`config.mk`:
```
export PLATFORM = sky130hd
export DESIGN_NAME = psf_fifo_dev_flat
export DESIGN_NICKNAME = d
export VERILOG_FILES = /design/src/verilog/psf_pkg.sv /design/src/verilog/psf_link_if.sv /design/src/verilog/psf_fifo_dev.sv /design/src/flat_wrapper.sv
export VERILOG_INCLUDE_DIRS = /design/src /design/src/verilog
export SDC_FILE = /design/constraint.sdc
export NUM_CORES = 1
export LEC_CHECK = 0
export BUFFER_PORTS_ARGS = -buffer_cell sky130_fd_sc_hd__buf_2
export CAP_MARGIN = 20
export CORE_MARGIN = 5
export CORE_UTILIZATION = 41
export CTS_BUF_LIST = sky130_fd_sc_hd__clkbuf_16
export CTS_CLUSTER_DIAMETER = 80
export CTS_CLUSTER_SIZE = 28
export DETAILED_ROUTE_END_ITERATION = 10
export SLEW_MARGIN = 40
export SYNTH_ARGS = -nofsm -noshare
export SYNTH_HDL_FRONTEND = slang
export SYNTH_SLANG_ARGS = --single-unit
export TNS_END_PERCENT = 10
```
`constraint.sdc`:
```
create_clock -name clk -period 7.2 [get_ports clk]
set_input_delay 0.36 -clock clk [delete_from_list [all_inputs] [get_ports clk]]
set_output_delay 0.36 -clock clk [all_outputs]
set_load 0.02 [all_outputs]
```
`src/verilog/psf_defs.svh`:
```
`ifndef PSF_DEFS_SVH
`define PSF_DEFS_SVH

// Device register addresses
`define PSF_ADDR_CFG      8'h37
`define PSF_ADDR_WR_IDX   8'h38
`define PSF_ADDR_RD_IDX   8'h39
`define PSF_ADDR_LOST     8'h3a
`define PSF_ADDR_DATA     8'h3b
`define PSF_ADDR_PART     8'h3d

// Configuration fields, reset values, loss limit and part identifier
`define PSF_CFG_ROLL_BIT  4
`define PSF_CFG_THR_MSB   3
`define PSF_CFG_THR_LSB   0
`define PSF_CFG_RESET     8'h00
`define PSF_IDX_RESET     5'h00
`define PSF_LOST_RESET    4'h0
`define PSF_LOST_MAX      4'hf
`define PSF_PART_IDENTIFIER       8'h5a

// Host APB register offsets
`define PSF_APB_CMD       12'h000
`define PSF_APB_WDATA     12'h004
`define PSF_APB_STATUS    12'h008
`define PSF_APB_RDATA     12'h00c
`define PSF_APB_IRQ_STAT  12'h010
`define PSF_APB_IRQ_MASK  12'h014

// Command word fields
`define PSF_CMD_WRITE_BIT 8
`define PSF_CMD_ADDR_MSB  7

// Interrupt status bits
`define PSF_IRQ_DONE      0
`define PSF_IRQ_AFULL     1
`define PSF_IRQ_ERR       2

`endif

```
`src/verilog/psf_pkg.sv`:
```
`default_nettype none
package psf_pkg;
  typedef logic [17:0] psf_sample_t;
  typedef logic [7:0]  psf_byte_t;
  typedef logic [7:0]  psf_addr_t;
  typedef enum logic [1:0] {PSF_BYTE_LOW, PSF_BYTE_MID, PSF_BYTE_TOP} psf_byte_pos_t;
endpackage
`default_nettype wire

```
`src/verilog/psf_link_if.sv`:
```
`timescale 1ns/1ps
`default_nettype none
interface psf_link_if;
  import psf_pkg::*;
  logic      req;
  logic      write;
  psf_addr_t addr;
  psf_byte_t wdata;
  logic      ack;
  psf_byte_t rdata;
  logic      irq;

  modport dev (
    input  req,
    input  write,
    input  addr,
    input  wdata,
    output ack,
    output rdata,
    output irq
  );
  modport host (
    output req,
    output write,
    output addr,
    output wdata,
    input  ack,
    input  rdata,
    input  irq
  );
endinterface
`default_nettype wire

```
`src/verilog/psf_fifo_dev.sv`:
```
`timescale 1ns/1ps
`default_nettype none
`include "psf_defs.svh"

// Overview of operation
// Rollover on: always store, bump write index
// Full rollover: overwrite oldest, read index kept
// Rollover off and full: drop sample
// 4-bit threshold counts empty words; 0=full
// Interrupt at 32-N unread samples
// Host uses even threshold in paired mode
// 5-bit write index, auto increment
// Host clears indices before measurement start
// Uncleared write index used as is
// Read index bumps after third byte
// Host may rewrite read index
// Rollover losses counted, saturating at 15
// Data port shows sample at read index
// Data port address never advances
// Samples held as 18-bit values
// Byte order low, middle, top two bits
// Indices wrap; almost-full at or below threshold
// Read index write restarts byte position
module psf_fifo_dev #(
  parameter int DEPTH = 32
) (
  input  wire logic            clk,
  input  wire logic            nrst,
  input  wire logic            ce,
  input  wire logic            sample_valid,
  input  wire psf_pkg::psf_sample_t sample_data,
  psf_link_if.dev              link
);
  import psf_pkg::*;

  ////////////////////////////////////////////////////////////////////////
  logic [7:0]    cfg;
  logic [4:0]    wr_idx;
  logic [4:0]    rd_idx;
  logic [3:0]    lost;
  logic [5:0]    count;
  psf_byte_pos_t pos;
  psf_sample_t   mem [DEPTH];
  psf_byte_t     rdata_q;
  logic          ack_q;
  logic          irq_q;

  function automatic logic [4:0] inc5(input logic [4:0] v);
    return 5'(v + 5'h01);
  endfunction

  wire        roll     = cfg[`PSF_CFG_ROLL_BIT];
  wire [3:0]  thr      = cfg[`PSF_CFG_THR_MSB:`PSF_CFG_THR_LSB];
  wire        full     = (count == 6'(DEPTH));
  wire [5:0]  empty    = 6'(6'(DEPTH) - count);
  wire        acc      = ce && link.req && !ack_q;
  wire        wr_acc   = acc && link.write;
  wire        rd_acc   = acc && !link.write;
  wire        hit_wr   = wr_acc && link.addr == `PSF_ADDR_WR_IDX;
  wire        hit_rd   = wr_acc && link.addr == `PSF_ADDR_RD_IDX;
  wire        hit_lost = wr_acc && link.addr == `PSF_ADDR_LOST;
  wire        hit_cfg  = wr_acc && link.addr == `PSF_ADDR_CFG;
  wire        pop_data = rd_acc && link.addr == `PSF_ADDR_DATA;
  // Store gating; full without rollover drops
  wire        store    = sample_valid && (roll || !full);
  // Pop after third byte
  wire        pop      = pop_data && pos == PSF_BYTE_TOP && count != 6'h00;
  wire        overwrite = store && full;
  wire        grow      = store && !full;
  // Overwrite keeps the read index; a coinciding pop is dropped
  wire        shrink    = pop && !overwrite;

  // Fill level follows the pointers; a pointer write resyncs it
  wire [4:0]  new_wr    = hit_wr ? link.wdata[4:0] : wr_idx;
  wire [4:0]  new_rd    = hit_rd ? link.wdata[4:0] : rd_idx;
  wire [5:0]  resync    = {1'b0, 5'(new_wr - new_rd)};
  wire [5:0]  next_count =
    (hit_wr || hit_rd) ? resync :
    (grow && !shrink)  ? 6'(count + 6'h01) :
    (shrink && !grow)  ? 6'(count - 6'h01) : count;
  // Almost-full on empty words
  wire        afull_now = (empty <= {2'b00, thr});
  psf_sample_t cur;
  // Sample at read index
  assign cur = mem[rd_idx];
  // Byte selection
  wire [7:0]  data_byte = (pos == PSF_BYTE_LOW) ? cur[7:0] :
                          (pos == PSF_BYTE_MID) ? cur[15:8] : {6'h00, cur[17:16]};
  wire [7:0]  next_rdata =
    (link.addr == `PSF_ADDR_CFG)    ? cfg :
    (link.addr == `PSF_ADDR_WR_IDX) ? {3'h0, wr_idx} :
    (link.addr == `PSF_ADDR_RD_IDX) ? {3'h0, rd_idx} :
    (link.addr == `PSF_ADDR_LOST)   ? {4'h0, lost} :
    (link.addr == `PSF_ADDR_DATA)   ? data_byte :
    (link.addr == `PSF_ADDR_PART)   ? `PSF_PART_IDENTIFIER : 8'h00;

  ////////////////////////////////////////////////////////////////////////
  // Full 18-bit word at the current write index
  always_ff @(posedge clk) begin
    if (ce && store) begin
      mem[wr_idx] <= sample_data;
    end
  end

  // One ack per accepted request; read data stands until the next read
  always_ff @(posedge clk) begin
    if (!nrst) begin
      ack_q   <= 1'b0;
      rdata_q <= 8'h00;
    end else if (ce) begin
      ack_q <= acc;
      if (rd_acc) begin
        rdata_q <= next_rdata;
      end
    end
  end

  // Unused upper bits read back as zero
  always_ff @(posedge clk) begin
    if (!nrst) begin
      cfg <= `PSF_CFG_RESET;
    end else if (ce && hit_cfg) begin
      cfg <= {3'h0, link.wdata[4:0]};
    end
  end

  // Write index bump, wraps
  always_ff @(posedge clk) begin
    if (!nrst) begin
      wr_idx <= `PSF_IDX_RESET;
    end else if (ce) begin
      if (hit_wr) begin
        wr_idx <= link.wdata[4:0];
      end else if (store) begin
        wr_idx <= inc5(wr_idx);
      end
    end
  end

  // Host reload of read index
  always_ff @(posedge clk) begin
    if (!nrst) begin
      rd_idx <= `PSF_IDX_RESET;
    end else if (ce) begin
      if (hit_rd) begin
        rd_idx <= link.wdata[4:0];
      end else if (shrink) begin
        rd_idx <= inc5(rd_idx);
      end
    end
  end

  // Advances on every data-port read, even when empty
  always_ff @(posedge clk) begin
    if (!nrst) begin
      pos <= PSF_BYTE_LOW;
    end else if (ce) begin
      // Byte position restart
      if (hit_rd) begin
        pos <= PSF_BYTE_LOW;
      end else if (pop_data) begin
        // Same address, next byte
        unique case (pos)
          PSF_BYTE_LOW: pos <= PSF_BYTE_MID;
          PSF_BYTE_MID: pos <= PSF_BYTE_TOP;
          PSF_BYTE_TOP: pos <= PSF_BYTE_LOW;
          default:      pos <= PSF_BYTE_LOW;
        endcase
      end
    end
  end

  // Saturating loss count
  always_ff @(posedge clk) begin
    if (!nrst) begin
      lost <= `PSF_LOST_RESET;
    end else if (ce) begin
      if (hit_lost) begin
        lost <= link.wdata[3:0];
      end else if (overwrite && lost != `PSF_LOST_MAX) begin
        lost <= 4'(lost + 4'h1);
      end
    end
  end

  // Kept apart from the indices: equal indices are empty or full
  always_ff @(posedge clk) begin
    if (!nrst) begin
      count <= 6'h00;
    end else if (ce) begin
      count <= next_count;
    end
  end

  // Registered so the pin comes straight from a flop
  always_ff @(posedge clk) begin
    if (!nrst) begin
      irq_q <= 1'b0;
    end else if (ce) begin
      irq_q <= afull_now;
    end
  end

  assign link.ack   = ack_q;
  assign link.rdata = rdata_q;
  assign link.irq   = irq_q;
endmodule
`default_nettype wire

```
`src/flat_wrapper.sv`:
```
// flat-port wrapper written by rule: the top's interface ports become plain ports
module psf_fifo_dev_flat import psf_pkg::*;
#(
  parameter int DEPTH = 32
)
  (clk, nrst, ce, sample_valid, sample_data, link_req, link_write, link_addr, link_wdata, link_ack, link_rdata, link_irq);
  psf_link_if link_i ();
  input  wire logic clk;
  input  wire logic nrst;
  input  wire logic ce;
  input  wire logic sample_valid;
  input  wire psf_pkg::psf_sample_t sample_data;
  input wire logic [$bits(link_i.req)-1:0] link_req;
  input wire logic [$bits(link_i.write)-1:0] link_write;
  input wire logic [$bits(link_i.addr)-1:0] link_addr;
  input wire logic [$bits(link_i.wdata)-1:0] link_wdata;
  output wire logic [$bits(link_i.ack)-1:0] link_ack;
  output wire logic [$bits(link_i.rdata)-1:0] link_rdata;
  output wire logic [$bits(link_i.irq)-1:0] link_irq;
  assign link_i.req = link_req;
  assign link_i.write = link_write;
  assign link_i.addr = link_addr;
  assign link_i.wdata = link_wdata;
  assign link_ack = link_i.ack;
  assign link_rdata = link_i.rdata;
  assign link_irq = link_i.irq;
  psf_fifo_dev #(.DEPTH(DEPTH)) u_core (.clk(clk), .nrst(nrst), .ce(ce), .sample_valid(sample_valid), .sample_data(sample_data), .link(link_i));
endmodule
```
* After elaboration in Yosys (flattened, before gate mapping) *
Memories as Yosys holds them, arrays and structs flattened. A register that Yosys moved wholly into a read port is not among the register bits.
Index checks and enable logic that the tools add are counted.

storage, ports and cells
  register bits = 37
  memory bits (writable) = 576
  input bits = 40
  word-level logic and storage cells = 95
  memories = 1

cells by class
  $add $sub $neg = 7
  magnitude comparators = 1
  equal/unequal tests = 10
  multiplexer cells = 26
  reductions and logical operators = 41

memories
  memory      words  bits a word  read ports  clocked after memory_dff  wr ports  line                text
  u_core.mem  32     18           1           1                         1         psf_fifo_dev.sv:43  psf_sample_t mem [DEPTH];

operator list
  operator               number
  $mux W8                7
  $eq A8 B6 Y1 const B   6
  $mux W5                8
  $logic_and A1 B1 Y1    20
  $mux W6                3
  $reduce_and A2 Y1      6
  $add A5 B1 Y5 const B  2
  $mux W4                2
  $reduce_bool A2 Y1     4
  $mux W7                1
  $add A6 B1 Y6 const B  1
  $eq A6 B6 Y1 const B   1
  $le A6 B4 Y1           1
  $logic_not A1 Y1       6
  $reduce_bool A6 Y1     1
  $sub A6 B1 Y6 const B  1
  $sub A6 B6 Y6 const A  1
  $sub A5 B5 Y5          1
  $add A4 B1 Y4 const B  1
  $mux W2                2
  $ne A4 B4 Y1 const B   1
  $pmux W2 S2            1
  $reduce_bool A3 Y1     1
  $eq A2 B1 Y1 const B   1
  other kinds (4)        6

* Depth between registers and ports, before layout *
  depth in word-level cells = 11
  mapped depth = 15

* Worst setup path before layout *
OpenSTA, ideal clock, no wires.

  path type = input to register
  start = input port ce
  end = register u_core.count[4]
  arrival = 3.249 ns
  data required time = 7.068 ns
  path slack = 3.818 ns
  stages = 14
  buffers on the path = 2
  path through = buf_2 > nand4b_1 > nor4_1 > nor2b_1 > clkbuf_1 > mux2i_1 > ha_1 > inv_1 > fa_1 > a21o_1 > a21oi_1 > xnor2_1 > a22oi_1 > a21oi_1

on the way
  cells in the longest elaborated chain, start to end = 11
  elaborated cells between the ends (all ways) = 21
  classes of those cells = 1 x add/sub; 4 x mux; 16 x reduce/logical

RTL lines
  element                                                 line                 text
  from (decl)                                             flat_wrapper.sv:10   input wire logic ce;
  branches (longest 11 deep; another with $sub A5 B5 Y5)  -
  to (signal assigned)                                    psf_fifo_dev.sv:191  count <= next_count;
  to (decl)                                               psf_fifo_dev.sv:41   logic [5:0] count;

Several ways; the timed one is not identified.
A chain may end at the register's enable or synchronous reset.

* Worst setup path after layout *
  start = register u_core.count[0]
  end = register u_core.count[3]

on the way
  cells in the longest elaborated chain, start to end = 11
  elaborated cells between the ends (all ways) = 21
  classes of those cells = 2 x add/sub; 1 x eq/ne; 3 x mux; 15 x reduce/logical

RTL lines
  element                                                                line                                    text
  $eq A6 B6 Y1                                                           psf_fifo_dev.sv:54                      wire full = (count == 6'(DEPTH));
  $logic_not A1 Y1                                                       psf_fifo_dev.sv:65, psf_fifo_dev.sv:69
  $logic_or A1 B1 Y1                                                     psf_fifo_dev.sv:65                      wire store = sample_valid && (roll || !full);
  $logic_and A1 B1 Y1                                                    psf_fifo_dev.sv:65
  $logic_and A1 B1 Y1                                                    psf_fifo_dev.sv:68                      wire overwrite = store && full;
  $logic_not A1 Y1                                                       psf_fifo_dev.sv:71                      wire shrink = pop && !overwrite;
  $logic_and A1 B1 Y1                                                    psf_fifo_dev.sv:71
  $logic_not A1 Y1                                                       psf_fifo_dev.sv:79                      (grow && !shrink) ? 6'(count + 6'h01) :
  $logic_and A1 B1 Y1                                                    psf_fifo_dev.sv:79
  $reduce_bool A3 Y1 (no source line) / $mux W6 (equally long branches)  -
  $reduce_and A2 Y1 (no source line) / $mux W6 (equally long branches)   -

Several ways; a longest one is shown, not always the timed one. The select of a mux whose other input is x is not followed.

==> impl_metrics.json <==
{
  "rsz0062_at_grt": "false",
  "pwr-share-clk": 0.318,
  "final_cell_area_sq_mm": 0.0275,
  "final_max_slew_viol_count": 0,
  "postSynthNetCount": 1419,
  "tns_ns": 0,
  "wl_microns": 60900,
  "cts_hold_buffers": 0,
  "dr.pass1.iters": 5,
  "cts-buffers-inserted": 29,
  "grt_first_pass_wirelength_microns": 89100,
  "switching_share": 0.210,
  "synth-main-ff-cell": "edfxtp_1",
  "finalSetupViolCount": 0,
  "status": "finished, final reports clean",
  "route.detailed.drc": 0,
  "path_class": "flip-flop to flip-flop",
  "hold_viol_final": 0,
  "dpl_cell_area_sq_mm": 0.0265,
  "hold_class": "input pin to flip-flop",
  "fmax_mhz": 264,
  "dieArea_sq_mm": 0.0662,
  "via_per_inst": 5.92,
  "cts_tree": "built",
  "drive_gt1_frac": 0.237,
  "clkTransAtPathRegs_ns": 0.09,
  "p_comb_frac": 0.032,
  "cts_max_level": 1,
  "crit_arrival_ns": 4.29,
  "skew_ns": 0.0127,
  "p_total_mw": 6.07,
  "wire_per_inst_microns": 27.6,
  "cts_buffer_depth": 3,
  "cts_root_buffer": "clkbuf_16",
  "cp-startpoint": "u_core.count[0]",
  "die_h_microns": 257,
  "antenna_found_initial": 1,
  "critPathLaunchType": "flip-flop",
  "synth_seq_area_share": 0.723,
  "post_cts_buffers": 0,
  "grt_pass1_vias": 12900,
  "powerDensity_mw_per_mm2": 221,
  "cp_max_fo": 9,
  "yosys-top-cells-count": "edfxtp_1 (576), mux4_2 (142), nor2_1 (82)",
  "ys_async_sr_fraction": 0,
  "ir_drop_v": 0.000172,
  "p_leak_nw": 8.27,
  "grt_overflow_total": 0,
  "slew_headroom": 0.413,
  "worstHoldStart": "ce",
  "crit_required_ns": 7.70,
  "port_buffers": 46,
  "drtIter0Drc": 1448,
  "rows": 90,
  "netlist_instances": 1357,
  "coreArea_sq_mm": 0.0605,
  "finalCritPeriodShare": 0.527,
  "ioPinCount": 50,
  "p_seq_frac": 0.649,
  "ys_ff_latch": 618,
  "grt_max_degree": 133,
  "cap_violations": 0,
  "vias": 13000,
  "end_kind": "flip-flop",
  "p_switching_mw": 1.28,
  "clk_latency_ns": 0.61,
  "yosysTopAreaCellShare": 0.690,
  "ant_nets": 0,
  "yosysMostFrequentCell": "edfxtp_1",
  "r2r-start": "u_core.count[0]",
  "gp_congestion": 0.816,
  "syn_area_sq_mm": 0.0251,
  "hpwl_microns": 36900,
  "n_fill_cell": 5130,
  "post_cts_resized": 0,
  "setup_ws_ns": 3.41,
  "synth.avg_cell_area_sq_um": 18.5,
  "power.internal_mw": 4.80,
  "period_needed_ns": 3.79,
  "post-place-ws_ns": 3.12,
  "cts_sinks": 618,
  "ys_types": 69,
  "start_util": 0.415,
  "die_w_microns": 257,
  "grt_usage": 0.179,
  "final_net_count": 1469,
  "yosysTopAreaCell": "edfxtp_1",
  "synth_edf_count": 576,
  "holdWs_ns": 0.101,
  "synthTopCellsByArea": "edfxtp_1 (69%), mux4_2 (13%), dfxtp_1 (3.4%)",
  "yosysWarnings": 0,
  "worst_pin_slew_ns": 0.878,
  "area_growth_syn_to_layout_pct": 9.47
}
## cell type report
cell class	instances	area (sq um)	area share
timing repair buffer	91	704	0.0257
clock buffer	29	726	0.0264
multi-input combinational	646	6660	0.242
clock inverter	15	166	0.00606
tap	782	978	0.0356
sequential	618	18100	0.661
antenna	1	2.50	0.0000911
inverter	21	78.8	0.00287
## sequential cells by signal, summed over array words and instances, names as in the netlist, named ones only
name               flops
u_core.mem           576
u_core.link.rdata      8
u_core.count           6
u_core.cfg             5
u_core.rd_idx          5
u_core.wr_idx          5
u_core.lost            4
u_core.pos             2
u_core.link.ack        1
u_core.link.irq        1
## worst paths after layout
check	cells after the start	slack (ns)	endpoint
setup / recovery	14	3.41	u_core.count[3]
hold reg to reg	2	0.47	u_core.link.irq
hold / removal	3	0.10	u_core.link.irq
setup reg to reg	14	3.41	u_core.count[3]
## cell usage in the layout, fill, tap and decap left out, drive strengths merged, types with 3 or more instances in the layout
cell	n
clkbuf	29
inv	28
nand3	17
a32oi	3
nand2b	13
o31a	3
a22oi	20
dfxtp	42
and3	6
ha	20
or3	9
o31ai	3
o211ai	4
a21o	3
buf	91
nand4	9
mux2	13
o22ai	7
nor2	82
mux2i	40
a21oi	30
a31oi	11
a2111oi	6
nand3b	3
clkinv	6
o21ai	23
and2	6
o21a	6
xor2	3
edfxtp	576
nor2b	19
nor3	15
xnor2	14
a211oi	17
mux4	142
nand4b	3
nor4	10
nand2	53
## metrics by stage
stage,utilization,instances
3_5_place_dp,0.438,2156
2_1_floorplan,-,1357
3_3_place_gp,0.436,2152
5_1_grt,0.454,2202
4_1_cts,0.453,2200
6_report,0.454,2203
## power by group through the flow
stage | logic (mW) | clock network (mW) | registers, mW
final | 0.197 | 1.93 | 3.94
after CTS | 0.196 | 1.98 | 3.94
after detailed placement | 0.195 | 0 | 4.03
after global placement | 0.186 | 0 | 4.03
after floorplan | 0.0980 | 0 | 4.03
after global routing | 0.217 | 2.12 | 3.95
## logic make-up after synthesis
group | count (synthesis) | synth area share
fa+ha+maj | 22 | 0.0116
simple gates | 257 | 0.0514
xor+xnor | 17 | 0.00594
buf+inv | 93 | 0.0169
flops | 618 | 0.723
compound gates | 155 | 0.0418
mux | 195 | 0.149
## layer usage
metal / routed length, microns / GRT usage / vias to the layer above
met4: 969 / 0.0319 / 2
met1: 27000 / 0.267 / 6937
met3: 3930 / 0.0266 / 56
met2: 29000 / 0.287 / 428
li1: - / - / 5608
met5: 13 / 0 / -
## critical path, stage by stage, from the launching register on
cell and delay (ns):
dfxtp_1 0.42, inv_1 0.14, ha_1 0.19, or3b_2 0.52
a211oi_1 0.53, or4_4 0.26, ha_1 0.18, inv_1 0.15
ha_1 0.31, a21o_1 0.17, a21oi_1 0.29, xnor2_1 0.17
nor2_1 0.06, a211oi_1 0.22, nor2_1 0.07
No activity file was read; power rests on OpenSTA's default activity.
